## config.mk

```make
export PLATFORM = sky130hd
export DESIGN_NAME = dual_pwm_duty_driver
export DESIGN_NICKNAME = d
export VERILOG_FILES = /design/src/hdl/dual_pwm_pkg.sv /design/src/hdl/dual_pwm_duty_driver.sv /design/src/hdl/pwm_module_core.sv
export SDC_FILE = /design/constraint.sdc
export NUM_CORES = 2
export LEC_CHECK = 0
export ABC_CLOCK_PERIOD_IN_PS = 13100
export BUFFER_PORTS_ARGS = -buffer_cell sky130_fd_sc_hd__buf_2
export CAP_MARGIN = 25
export CORE_MARGIN = 10
export CORE_UTILIZATION = 37
export CTS_BUF_LIST = sky130_fd_sc_hd__clkbuf_4
export DETAILED_ROUTE_END_ITERATION = 8
export PLACE_DENSITY_LB_ADDON = 0.2
export SKIP_CTS_REPAIR_TIMING = 1
export SYNTH_ARGS = -nofsm -noshare
export SYNTH_HDL_FRONTEND = slang
export SYNTH_SLANG_ARGS = --single-unit
```

## constraint.sdc

```tcl
create_clock -name core_clk -period 13.1 [get_ports core_clk]
set_input_delay 2.62 -clock core_clk [delete_from_list [all_inputs] [get_ports core_clk]]
set_output_delay 2.62 -clock core_clk [all_outputs]
set_load 0.03 [all_outputs]
```

## src/hdl/dual_pwm_pkg.sv

```systemverilog
// Purpose: shared constants and types of the dual pulse-width driver
// Assumes: 32-bit register bus, word aligned byte addresses
// Notes: all offsets, field positions and reset values live here
package dual_pwm_pkg;

	// register byte addresses
	localparam logic [7:0] ADDR_CTRL = 8'h00;
	localparam logic [7:0] ADDR_PERIOD = 8'h04;
	localparam logic [7:0] ADDR_PHASE0 = 8'h08;
	localparam logic [7:0] ADDR_PHASE1 = 8'h0c;
	localparam logic [7:0] ADDR_DUTY_A = 8'h10;
	localparam logic [7:0] ADDR_DUTY_B = 8'h14;
	localparam logic [7:0] ADDR_RISE0 = 8'h18;
	localparam logic [7:0] ADDR_FALL0 = 8'h1c;
	localparam logic [7:0] ADDR_RISE1 = 8'h20;
	localparam logic [7:0] ADDR_FALL1 = 8'h24;
	localparam logic [7:0] ADDR_CMP_A0 = 8'h28;
	localparam logic [7:0] ADDR_CMP_B0 = 8'h2c;
	localparam logic [7:0] ADDR_CMP_A1 = 8'h30;
	localparam logic [7:0] ADDR_COUNT = 8'h34;
	localparam logic [7:0] ADDR_PRD_MIRROR = 8'h38;

	// control register fields
	localparam int CTRL_ARRANGE_BIT = 0;
	localparam int CTRL_MASTER0_BIT = 1;
	localparam int CTRL_MASTER1_BIT = 2;
	localparam int CTRL_SOC_ZERO_BIT = 3;
	localparam int CTRL_SOC_PRD_BIT = 4;
	localparam int CTRL_WIDTH = 5;

	// fixed-point layout: duty q24 times period q16 gives q40
	localparam int DUTY_FRAC_BITS = 24;
	localparam int PERIOD_FRAC_BITS = 16;
	localparam int CMP_LSB = DUTY_FRAC_BITS + PERIOD_FRAC_BITS;
	localparam int CMP_MSB = CMP_LSB + 15;

	// reset values
	localparam logic [CTRL_WIDTH-1:0] CTRL_RESET = 5'h02;
	localparam logic [15:0] PERIOD_RESET = 16'h0064;
	localparam logic [15:0] PHASE_RESET = 16'h0000;
	localparam logic [15:0] DELAY_RESET = 16'h0000;
	localparam logic [31:0] DUTY_RESET = 32'h00000000;
	localparam logic [15:0] CMP_RESET = 16'h0000;

	typedef enum logic {ARR_DUAL_UPDOWN, ARR_BUCK_BOOST} arrangement_t;

endpackage

```

## src/hdl/dual_pwm_duty_driver.sv

```systemverilog
// Purpose: dual pulse-width driver fed by q24 duty fractions
// Assumes: single clock; registers over a word-aligned bus slave
// Notes: arrangement bit picks dual up-down or the buck-boost pair
//
// Added by the designer: the register addresses and the Avalon-MM slave port.
`timescale 1ns/1ps

module dual_pwm_duty_driver
	import dual_pwm_pkg::*;
(
	// clock and reset
	input wire logic core_clk,
	input wire logic rst_n,
	// avalon-mm slave
	input wire logic [7:0] address,
	input wire logic read,
	input wire logic write,
	input wire logic [31:0] writedata,
	input wire logic [3:0] byteenable,
	output logic [31:0] readdata,
	output logic waitrequest,
	// synchronisation from outside
	input wire logic counterSyncInput,
	// conversion start trigger
	output logic convStart,
	// gate outputs, index 0 first module, index 1 its partner
	output logic [1:0] firstOutputChannel,
	output logic [1:0] secondOutputChannel
);

	// software state
	logic [CTRL_WIDTH-1:0] ctrl_ff;
	logic [15:0] period_ff;
	logic [31:0] counterPeriodMirror_ff;
	logic [15:0] phase0_ff;
	logic [15:0] phase1_ff;
	logic [31:0] firstChannelDuty_ff;
	logic [31:0] secondChannelDuty_ff;
	logic [15:0] risingDelaySetting0_ff;
	logic [15:0] fallingDelaySetting0_ff;
	logic [15:0] risingDelaySetting1_ff;
	logic [15:0] fallingDelaySetting1_ff;
	logic [15:0] compareAValue0_ff;
	logic [15:0] compareBValue0_ff;
	logic [15:0] compareAValue1_ff;

	// bus handling
	logic readPending_ff;
	logic [31:0] readdata_ff;
	logic [31:0] readMux;
	logic writeTaken;
	logic [7:0] wordAddr;
	logic [15:0] nxt_period;

	// scaling
	logic [31:0] nxt_first_channel_duty;
	logic [31:0] nxt_second_channel_duty;
	logic [63:0] productA;
	logic [63:0] productB;
	logic [15:0] scaledA;
	logic [15:0] scaledB;

	// arrangement and module wiring
	arrangement_t arrangement;
	logic upDownMode;
	logic deadBandOn;
	logic partnerEnable;
	logic sync0;
	logic sync1;
	logic syncFromFirst;
	logic zero0;
	logic prd0;
	logic [15:0] counter0;
	logic [15:0] counter1;
	logic [15:0] compareB1;
	logic convStart_ff;

	// merge a write into an old value under byte enables
	function automatic logic [31:0] mergeBytes(input logic [31:0] oldVal,
		input logic [31:0] newVal, input logic [3:0] lanes);
		logic [31:0] result;
		result = oldVal;
		for (int i = 0; i < 4; i++) begin
			if (lanes[i]) begin
				result[i*8 +: 8] = newVal[i*8 +: 8];
			end
		end
		return result;
	endfunction

	assign wordAddr = {address[7:2], 2'b00};

	// writes finish at once; reads wait one cycle for registered data
	assign waitrequest = read && !readPending_ff;
	assign writeTaken = write && !read;
	assign readdata = readdata_ff;

	// a read held past its answer starts a second access; masters must drop it
	always_ff @(posedge core_clk) begin
		if (!rst_n) begin
			readPending_ff <= 1'b0;
		end else begin
			readPending_ff <= read && !readPending_ff;
		end
	end

	always_ff @(posedge core_clk) begin
		if (!rst_n) begin
			readdata_ff <= 32'h00000000;
		end else if (read && !readPending_ff) begin
			readdata_ff <= readMux;
		end
	end

	always_comb begin
		readMux = 32'h00000000;
		case (wordAddr)
			ADDR_CTRL: readMux = {27'h0, ctrl_ff};
			ADDR_PERIOD: readMux = {16'h0000, period_ff};
			ADDR_PHASE0: readMux = {16'h0000, phase0_ff};
			ADDR_PHASE1: readMux = {16'h0000, phase1_ff};
			ADDR_DUTY_A: readMux = firstChannelDuty_ff;
			ADDR_DUTY_B: readMux = secondChannelDuty_ff;
			ADDR_RISE0: readMux = {16'h0000, risingDelaySetting0_ff};
			ADDR_FALL0: readMux = {16'h0000, fallingDelaySetting0_ff};
			ADDR_RISE1: readMux = {16'h0000, risingDelaySetting1_ff};
			ADDR_FALL1: readMux = {16'h0000, fallingDelaySetting1_ff};
			ADDR_CMP_A0: readMux = {16'h0000, compareAValue0_ff};
			ADDR_CMP_B0: readMux = {16'h0000, compareBValue0_ff};
			ADDR_CMP_A1: readMux = {16'h0000, compareAValue1_ff};
			ADDR_COUNT: readMux = {counter1, counter0};
			ADDR_PRD_MIRROR: readMux = counterPeriodMirror_ff;
			default: readMux = 32'h00000000;
		endcase
	end

	// control register
	always_ff @(posedge core_clk) begin
		if (!rst_n) begin
			ctrl_ff <= CTRL_RESET;
		end else if (writeTaken && wordAddr == ADDR_CTRL && byteenable[0]) begin
			ctrl_ff <= writedata[CTRL_WIDTH-1:0];
		end
	end

	// 16-bit registers keep the low half; upper lanes of a write are dropped
	assign nxt_period = 16'(mergeBytes({16'h0000, period_ff}, writedata, byteenable));

	// period and its q16 copy; software supplies the halved figure itself
	always_ff @(posedge core_clk) begin
		if (!rst_n) begin
			period_ff <= PERIOD_RESET;
			counterPeriodMirror_ff <= {PERIOD_RESET, 16'h0000};
		end else if (writeTaken && wordAddr == ADDR_PERIOD) begin
			period_ff <= nxt_period;
			counterPeriodMirror_ff <= {nxt_period, 16'h0000};
		end
	end

	// phase offsets, only meaningful for a slave module
	always_ff @(posedge core_clk) begin
		if (!rst_n) begin
			phase0_ff <= PHASE_RESET;
			phase1_ff <= PHASE_RESET;
		end else if (writeTaken && wordAddr == ADDR_PHASE0) begin
			phase0_ff <= 16'(mergeBytes({16'h0000, phase0_ff}, writedata, byteenable));
		end else if (writeTaken && wordAddr == ADDR_PHASE1) begin
			phase1_ff <= 16'(mergeBytes({16'h0000, phase1_ff}, writedata, byteenable));
		end
	end

	// dead-band delays; reset leaves them at zero until software sets them
	always_ff @(posedge core_clk) begin
		if (!rst_n) begin
			risingDelaySetting0_ff <= DELAY_RESET;
			fallingDelaySetting0_ff <= DELAY_RESET;
			risingDelaySetting1_ff <= DELAY_RESET;
			fallingDelaySetting1_ff <= DELAY_RESET;
		end else if (writeTaken) begin
			case (wordAddr)
				ADDR_RISE0: risingDelaySetting0_ff <= 16'(mergeBytes({16'h0000,
					risingDelaySetting0_ff}, writedata, byteenable));
				ADDR_FALL0: fallingDelaySetting0_ff <= 16'(mergeBytes({16'h0000,
					fallingDelaySetting0_ff}, writedata, byteenable));
				ADDR_RISE1: risingDelaySetting1_ff <= 16'(mergeBytes({16'h0000,
					risingDelaySetting1_ff}, writedata, byteenable));
				ADDR_FALL1: fallingDelaySetting1_ff <= 16'(mergeBytes({16'h0000,
					fallingDelaySetting1_ff}, writedata, byteenable));
				default: begin
				end
			endcase
		end
	end

	// duty values as they will stand after this cycle's write
	assign nxt_first_channel_duty = (writeTaken && wordAddr == ADDR_DUTY_A) ?
		mergeBytes(firstChannelDuty_ff, writedata, byteenable) : firstChannelDuty_ff;
	assign nxt_second_channel_duty = (writeTaken && wordAddr == ADDR_DUTY_B) ?
		mergeBytes(secondChannelDuty_ff, writedata, byteenable) : secondChannelDuty_ff;

	always_ff @(posedge core_clk) begin
		if (!rst_n) begin
			firstChannelDuty_ff <= DUTY_RESET;
			secondChannelDuty_ff <= DUTY_RESET;
		end else begin
			firstChannelDuty_ff <= nxt_first_channel_duty;
			secondChannelDuty_ff <= nxt_second_channel_duty;
		end
	end

	// q24 times q16 is q40; integer part truncated, fits 16 bits while duty < 1
	// operands widened first so no product bit is lost before the slice
	assign productA = 64'(nxt_first_channel_duty) * 64'(counterPeriodMirror_ff);
	assign productB = 64'(nxt_second_channel_duty) * 64'(counterPeriodMirror_ff);
	assign scaledA = productA[CMP_MSB:CMP_LSB];
	assign scaledB = productB[CMP_MSB:CMP_LSB];

	// compare loaded on a duty write only; a later period change waits
	// for the next duty write, as the control loop rewrites duty each cycle
	always_ff @(posedge core_clk) begin
		if (!rst_n) begin
			compareAValue0_ff <= CMP_RESET;
			compareBValue0_ff <= CMP_RESET;
			compareAValue1_ff <= CMP_RESET;
		end else begin
			if (writeTaken && wordAddr == ADDR_DUTY_A) begin
				compareAValue0_ff <= scaledA;
				compareAValue1_ff <= scaledA;
			end
			if (writeTaken && wordAddr == ADDR_DUTY_B) begin
				compareBValue0_ff <= scaledB;
			end
		end
	end

	assign arrangement = ctrl_ff[CTRL_ARRANGE_BIT] ? ARR_BUCK_BOOST : ARR_DUAL_UPDOWN;

	always_comb begin
		case (arrangement)
			ARR_DUAL_UPDOWN: begin
				upDownMode = 1'b1;
				deadBandOn = 1'b0;
				partnerEnable = 1'b0;
				syncFromFirst = 1'b0;
			end
			ARR_BUCK_BOOST: begin
				upDownMode = 1'b0;
				deadBandOn = 1'b1;
				partnerEnable = 1'b1;
				syncFromFirst = 1'b1;
			end
			default: begin
				upDownMode = 1'b1;
				deadBandOn = 1'b0;
				partnerEnable = 1'b0;
				syncFromFirst = 1'b0;
			end
		endcase
	end

	// partner's b compare unused; dead band makes b from a
	assign compareB1 = CMP_RESET;

	pwm_module_core firstModule (
		.core_clk(core_clk),
		.rst_n(rst_n),
		.enable(1'b1),
		.upDown(upDownMode),
		.master(ctrl_ff[CTRL_MASTER0_BIT]),
		.period(period_ff),
		.phase(phase0_ff),
		.compareA(compareAValue0_ff),
		.compareB(compareBValue0_ff),
		.deadBandOn(deadBandOn),
		.risingDelay(risingDelaySetting0_ff),
		.fallingDelay(fallingDelaySetting0_ff),
		.syncIn(counterSyncInput),
		.syncOut(sync0),
		.zeroEvent(zero0),
		.periodEvent(prd0),
		.counter(counter0),
		.chanA(firstOutputChannel[0]),
		.chanB(secondOutputChannel[0])
	);

	// partner follows the first module's zero event when paired
	assign sync1 = syncFromFirst ? sync0 : counterSyncInput;

	pwm_module_core partnerModule (
		.core_clk(core_clk),
		.rst_n(rst_n),
		.enable(partnerEnable),
		.upDown(upDownMode),
		.master(ctrl_ff[CTRL_MASTER1_BIT]),
		.period(period_ff),
		.phase(phase1_ff),
		.compareA(compareAValue1_ff),
		.compareB(compareB1),
		.deadBandOn(deadBandOn),
		.risingDelay(risingDelaySetting1_ff),
		.fallingDelay(fallingDelaySetting1_ff),
		.syncIn(sync1),
		.syncOut(),
		.zeroEvent(),
		.periodEvent(),
		.counter(counter1),
		.chanA(firstOutputChannel[1]),
		.chanB(secondOutputChannel[1])
	);

	// conversion trigger only meaningful with the triangle count,
	// where zero and period mark the middle of the on or off time
	always_ff @(posedge core_clk) begin
		if (!rst_n) begin
			convStart_ff <= 1'b0;
		end else begin
			convStart_ff <= upDownMode &&
				((ctrl_ff[CTRL_SOC_ZERO_BIT] && zero0) ||
				(ctrl_ff[CTRL_SOC_PRD_BIT] && prd0));
		end
	end

	assign convStart = convStart_ff;

endmodule

```

## src/hdl/pwm_module_core.sv

```systemverilog
// Purpose: one pulse-width module: counter, compare, dead band
// Assumes: compare and delay values are stable integer settings
// Notes: outputs low and counter at zero while not enabled
`timescale 1ns/1ps
module pwm_module_core
	import dual_pwm_pkg::*;
(
	// clock and reset
	input wire logic core_clk,
	input wire logic rst_n,
	// configuration
	input wire logic enable,
	input wire logic upDown,
	input wire logic master,
	input wire logic [15:0] period,
	input wire logic [15:0] phase,
	input wire logic [15:0] compareA,
	input wire logic [15:0] compareB,
	input wire logic deadBandOn,
	input wire logic [15:0] risingDelay,
	input wire logic [15:0] fallingDelay,
	// synchronisation
	input wire logic syncIn,
	output logic syncOut,
	// events and state
	output logic zeroEvent,
	output logic periodEvent,
	output logic [15:0] counter,
	// gate outputs
	output logic chanA,
	output logic chanB
);

	logic [15:0] count_ff;
	logic countUp_ff;
	logic [15:0] riseCnt_ff;
	logic [15:0] fallCnt_ff;
	logic chanA_ff;
	logic chanB_ff;
	logic rawA;
	logic rawB;

	assign counter = count_ff;
	assign zeroEvent = enable && (count_ff == 16'h0000);
	assign periodEvent = enable && (count_ff == period);
	// zero event doubles as the periodic sync to a partner module
	assign syncOut = zeroEvent;
	assign rawA = count_ff < compareA;
	assign rawB = count_ff < compareB;
	assign chanA = chanA_ff;
	assign chanB = chanB_ff;

	always_ff @(posedge core_clk) begin
		if (!rst_n || !enable) begin
			count_ff <= 16'h0000;
			countUp_ff <= 1'b1;
		end else if (!master && syncIn) begin
			// master ignores sync; slave jumps to its phase
			count_ff <= phase;
			countUp_ff <= 1'b1;
		end else if (upDown) begin
			// triangle count gives waveforms centred on the period
			if (countUp_ff) begin
				if (count_ff >= period) begin
					countUp_ff <= 1'b0;
					count_ff <= (period == 16'h0000) ? 16'h0000 : count_ff - 16'h0001;
				end else begin
					count_ff <= count_ff + 16'h0001;
				end
			end else if (count_ff == 16'h0000) begin
				countUp_ff <= 1'b1;
				count_ff <= (period == 16'h0000) ? 16'h0000 : 16'h0001;
			end else begin
				count_ff <= count_ff - 16'h0001;
			end
		end else begin
			count_ff <= (count_ff >= period) ? 16'h0000 : count_ff + 16'h0001;
		end
	end

	// time each level has been held, saturating
	always_ff @(posedge core_clk) begin
		if (!rst_n || !enable) begin
			riseCnt_ff <= 16'h0000;
			fallCnt_ff <= 16'h0000;
		end else begin
			riseCnt_ff <= !rawA ? 16'h0000 :
				(riseCnt_ff == 16'hffff) ? riseCnt_ff : riseCnt_ff + 16'h0001;
			fallCnt_ff <= rawA ? 16'h0000 :
				(fallCnt_ff == 16'hffff) ? fallCnt_ff : fallCnt_ff + 16'h0001;
		end
	end

	always_ff @(posedge core_clk) begin
		if (!rst_n || !enable) begin
			chanA_ff <= 1'b0;
			chanB_ff <= 1'b0;
		end else if (deadBandOn) begin
			// a high during duty, b its complement; rising edges held back
			chanA_ff <= rawA && (riseCnt_ff >= risingDelay);
			chanB_ff <= !rawA && (fallCnt_ff >= fallingDelay);
		end else begin
			chanA_ff <= rawA;
			chanB_ff <= rawB;
		end
	end

endmodule
```

# After elaboration in Yosys (flattened, before gate mapping)
# Index checks and enable logic that the tools add are counted.
[word_totals] ff_bits=349 inputBits=49 out_inout_bits=38 elab_cells=172
[classes] n_addsub=8 n_mul=2 order_cmp=10 eq_ne=19 n_mux=42 bitwise=4 reduce_logical=53
[ops] op="$pmux 32 s14" n=1
[ops] op="$mux 16" n=14
[ops] op="$add 16x1->16 const B" n=6
[ops] op="$ge 16x16->1" n=6
[ops] op="$mul 32x16->40" n=2
[ops] op="$mux 8" n=10
[ops] op="$eq 16x16->1 const B" n=4
[ops] op="$mux 32" n=2
[ops] op="$logic_not 16->1" n=3
[ops] op="$lt 16x16->1" n=3
[ops] op="$eq 6x4->1 const B" n=7
[ops] op="$sub 16x1->16 const B" n=2
[ops] op="$reduce_and 3->1" n=10
[ops] op="$eq 6x3->1 const B" n=4
[ops] op="$logic_and 1x1->1" n=18
[ops] op="$eq 16x16->1" n=1
[ops] op="$lt 16x1->1 const B" n=1
[ops] op="$mux 1" n=13
[ops] op="$eq 6x2->1 const B" n=2
[ops] op="$reduce_or 2->1" n=6
[ops] op="$reduce_and 2->1" n=5
[ops] op="$logic_not 1->1" n=8
[ops] op="$logic_not 8->1" n=1
[ops] op="$eq 6x1->1 const B" n=1
[ops] op="other kinds (3)" n=8

# Longest topological paths before layout
[depth] ltp_word=6 ltp_mapped=31 mapped_depth_nobuf=28

# Cells and area by module
# Synthesis repeated with hierarchy kept, for this count alone.
[hier_totals] cells_unflattened=5762 hier_area_um2=48418.9
[modules_own_cells] module="dual_pwm_duty_driver" n_inst=1 cells_per_inst=4502 area_per_inst_um2=38550.7 seq_area_each_um2=4944.7
[modules_own_cells] module="pwm_module_core at partnerModule" n_inst=1 cells_per_inst=642 area_per_inst_um2=4941.0 seq_area_each_um2=1021.0
[modules_own_cells] module="pwm_module_core at firstModule" n_inst=1 cells_per_inst=618 area_per_inst_um2=4927.2 seq_area_each_um2=1021.0

# Least setup slack after synthesis
# OpenSTA, ideal clock, no wires.
[synth_timing] path_type="input-to-reg" start="input port address[4]" end="register compareBValue0_ff[12]" setup_time_ns=0.074 t_arrival_ns=10.172 required_ns=13.026 slack_ns=2.854 cell_stages=30 n_path_buf=3 path_cell_list="buf_2 -> nor4b_1 -> and3_1 -> clkbuf_1 -> nand2_1 -> mux2_2 -> clkbuf_1 -> nand2_1 -> fa_1 -> inv_1 -> fa_1 -> inv_1 -> fa_1 -> inv_1 -> fa_1 -> fa_1 -> inv_1 -> fa_1 -> inv_1 -> ha_1 -> and2_1 -> nand2_1 -> nor4_1 -> and2_1 -> a2111oi_1 -> a21o_1 -> a21o_1 -> nor2b_4 -> or4b_1 -> a31oi_1"
[synth_via] elab_chain_len=4
[synth_lines] element="start: declaration" line="dual_pwm_duty_driver.sv:15" source="input wire logic [7:0] address,"
[synth_lines] element="$eq 6x3->1 (*)" line="dual_pwm_duty_driver.sv:198, dual_pwm_duty_driver.sv:230"
[synth_lines] element="$logic_and 1x1->1 (*)" line="dual_pwm_duty_driver.sv:198, dual_pwm_duty_driver.sv:230"
[synth_lines] element="$mux 32" line="dual_pwm_duty_driver.sv:198" source="assign nxt_second_channel_duty = (writeTaken && wordAddr == ADDR_DUTY_B) ?"
[synth_lines] element="$mul 32x16->40" line="dual_pwm_duty_driver.sv:214" source="assign productB = 64'(nxt_second_channel_duty) * 64'(counterPeriodMirror_ff);"
[synth_lines] element="end signal: assignment" line="dual_pwm_duty_driver.sv:231" source="compareBValue0_ff <= scaledB;"
[synth_lines] element="end: declaration" line="dual_pwm_duty_driver.sv:44" source="logic [15:0] compareBValue0_ff;"
# Mark *: on every way between the ends. The rest lies on a longest branch, timed or not.
# A chain may end at the register's enable or synchronous reset.

# Worst setup path after layout
[layout_timing] start="input port address[2]" end="register compareBValue0_ff[12]"
# The elaborated chain is that of the path after synthesis.

==> impl_metrics.yaml <==
yosys:
  main_area_contributors_after_synthesis: "fa_1 34%, dfxtp_1 15%, ha_1 8.4%, inv_1 8.2%, nand2_1 8.1%"
  synth.avg_cell_area_um2: 8.37
  commonest_register_cell_after_synthesis: "dfxtp_1"
  post-synth-top-area-fraction_pct: 33.7
  mappedNetlistArea_um2: 46500
  ys_seq_elements: 349
  synthCells: 5557
  synth_sequential_area_ratio_pct: 15.0
  async_reset_ff_share_pct: 0
  synth_edf_count: 0
  synth.largest_area_cell: "fa_1"
  synth_cell_types: 74
  synth_warnings: 0
  synth_nets: 6702
global_route:
  grt-ovfl-total: 0
  all_layer_global_routing_usage_pct: 23.4
  first_global_vias: 39495
  initial_antenna_violation_count: 8
  grt_start_max_net_pins: 73
  grt_pass1_wl_um: 251000
detailed_routing:
  drt-wirelength-per-cell_um: 22.8
  drt.antenna.violating_nets: 0
  dr.first_iter.drc_count: 3548
  route.vias.total: 39060
  avgViaCountPerCell: 5.36
  drc: 0
  routed_wl_um: 166000
  detailedRoute.firstPassIterationCount: 6
sta:
  hold-worst-slack_ns: 0.456
  max-slew-margin-rel_pct: 30.3
  max_slew.worst_pin.slew_ns: 1.04
  report.final.hold_viol_count: 0
  tns_ns: 0
  layout_setup_ws_ns: 2.50
  maxSlewViolCount: 0
  finalSetupViolCount: 0
  fmax_mhz: 94.4
  layout_worst_path_cycle_share_pct: 80.9
  period_minus_slack_ns: 10.60
  clock_skew_ns: 0.130
  unrepaired_setup_endpoints_after_global_routing: "false"
floorplanning:
  die-width_um: 375
  floorplan.core_area_um2: 125000
  ioPinCount: 87
  die_h_um: 375
  initial_utilization_pct: 37.1
  dieArea_um2: 140000
  fp-row-count: 130
placed_design:
  buffer_ports.inserted: 84
  hpwl_um: 125000
  gpl.final_weighted_congestion: 0.953
  dpl_worst_slack_ns: 1.50
  dpl.cell_count: 7108
layout:
  finalCoreUtilization_pct: 39.8
  final_cell_count_no_fill: 7281
  design.final.nets: 6704
  layout-drive-gt1-share_pct: 7.58
  layout-area-overhead-vs-synth_pct: 7.18
worst_setup_path:
  worst-endpoint-required_ns: 13.95
  cp_num_buf_inv: 7
  crit_family: "adder cells"
  crit_slowest_cell: "mux2_2"
  cp.arrival_ns: 11.45
  critical-path-top-cell-by-count: "fa_1"
  crit_fanout: 18
  end_kind: "flip-flop"
  slowest_delay_ns: 0.76
  cp-start-kind: "input port"
  critPathKind: "in2reg"
cts:
  clock_latency_on_the_worst_skew_pair_ns: 1.03
  cts.clk_slew.worst_paths_ns: 0.06
  tritoncts_clock_tree: "done"
  ctsLongestPathBuffers: 3
  cts_sinks: 349
  clock_tree_root: "clkbuf_4"
  clock_tree.htree_level_count: 3
  cts_buffers: 96
power:
  peakVddDrop_uv: 88.5
  power_per_cell_area_nw_per_um2: 56.5
  total_leakage_power_uw: 0.0222
flow_run:
  cap_violations: 0
hold_path:
  timing.hold.worst.class: "reg2reg"
outcome:
  result_of_the_run: "finished, final reports clean"
## sequential cells by signal, indices dropped and copies added (netlist names), 5 cells and up
name                      count
fallingDelaySetting0_ff      16
period_ff                    16
compareBValue0_ff            16
firstModule.riseCnt_ff       16
firstChannelDuty_ff          32
phase1_ff                    16
partnerModule.fallCnt_ff     16
partnerModule.riseCnt_ff     16
readdata                     32
fallingDelaySetting1_ff      16
phase0_ff                    16
risingDelaySetting0_ff       16
secondChannelDuty_ff         32
risingDelaySetting1_ff       16
ctrl_ff                       5
compareAValue1_ff            16
firstModule.counter          16
firstModule.fallCnt_ff       16
partnerModule.counter        16
## layer usage
layer  GRT usage [%]  up-vias  share of wire [%]
met5               0        -              0.043
met4            7.98       10                3.6
met3            4.81      305                8.2
met2            37.0     1560                 45
met1            31.8    19798                 43
li1                -    17387                  -
## tightest hold or removal path, delay by kind of cell (launching register included)
family | cells | cell delay [ns]
DFF | 1 | 0.31
and+or+nand+nor | 1 | 0.05
AOI/OAI and AO/OA | 1 | 0.05
## Yosys cell counts, types with 17 or more instances
master / count
nand2_1: 998
nand4_1: 31
nand3_1: 87
ha_1: 314
xor2_1: 53
a21o_1: 73
or3_1: 18
nor2_1: 336
fa_1: 782
a221oi_1: 30
inv_1: 1020
nand2b_1: 20
a211oi_1: 17
nor2b_1: 19
a22o_1: 22
clkbuf_1: 264
mux2_2: 65
nor3_1: 48
dfxtp_1: 349
and3_1: 48
a31oi_1: 41
and2_1: 231
mux2i_1: 30
a21oi_1: 236
o31ai_1: 17
xnor2_1: 58
o21ai_0: 126
a22oi_1: 55
## kinds of logic after synthesis
family | Yosys count | share of synthesized area [%]
AO/OA/AOI/OAI | 711 | 9.83
XOR/XNOR | 111 | 2.09
adder cells (fa/ha/maj) | 1096 | 42.1
buffers and inverters | 1301 | 10.6
flip-flops | 349 | 15.0
multiplexers | 97 | 2.32
AND/OR/NAND/NOR | 1892 | 18.1
## layout make-up
type / count / area, um2
Fill cell: 12951 / 75400
Inverter: 1024 / 3850
Clock buffer: 128 / 961
Multi-Input combinational cell: 3907 / 34600
Timing Repair Buffer: 181 / 1150
Clock inverter: 34 / 159
Tap cell: 1650 / 2060
Sequential cell: 349 / 7010
Antenna cell: 8 / 20.0
## power by group
group          internal (uW)  switching [uW]  leakage (uW)
Clock                    454             528      0.000653
Combinational            228             433        0.0187
Sequential              1090            78.5       0.00282
Total                   1780            1040        0.0222
## worst paths after layout
check,from,to,slack (ns),cells after the start
worst max-delay path,address[2],compareBValue0_ff[12],2.50,29
worst min-delay path,fallingDelaySetting1_ff[2],fallingDelaySetting1_ff[2],0.46,2
worst max register to register,period_ff[12],compareBValue0_ff[15],4.90,24
worst min register to register,fallingDelaySetting1_ff[2],fallingDelaySetting1_ff[2],0.46,2
## through the flow
step	total power [uW]	area, um2
finish	2810	49800
detailed placement	1840	48700
CTS	2820	49800
global route	2940	49800
global placement	1820	48700
floorplan	1590	46500
## layout by cell type (no fill, tap or decap), types with 30 or more instances in the layout
| master | Yosys | layout |
|---|---|---|
| nor2_1 | 336 | 332 |
| nand3_1 | 87 | 87 |
| a22oi_1 | 55 | 55 |
| a21oi_1 | 236 | 236 |
| xor2_1 | 53 | 53 |
| nand2_1 | 998 | 998 |
| ha_1 | 314 | 314 |
| inv_1 | 1020 | 1018 |
| xnor2_1 | 58 | 58 |
| dfxtp_1 | 349 | 333 |
| a21o_1 | 73 | 73 |
| buf_2 | 6 | 83 |
| clkbuf_4 | 0 | 130 |
| fa_1 | 782 | 782 |
| a31oi_1 | 41 | 41 |
| nand4_1 | 31 | 31 |
| and2_1 | 231 | 231 |
| o21ai_0 | 126 | 124 |
| mux2i_1 | 30 | 30 |
| mux2_2 | 65 | 65 |
| a221oi_1 | 30 | 30 |
| and3_1 | 48 | 48 |
| buf_4 | 4 | 95 |
| nor3_1 | 48 | 47 |
(Power assumes the default switching activity.)
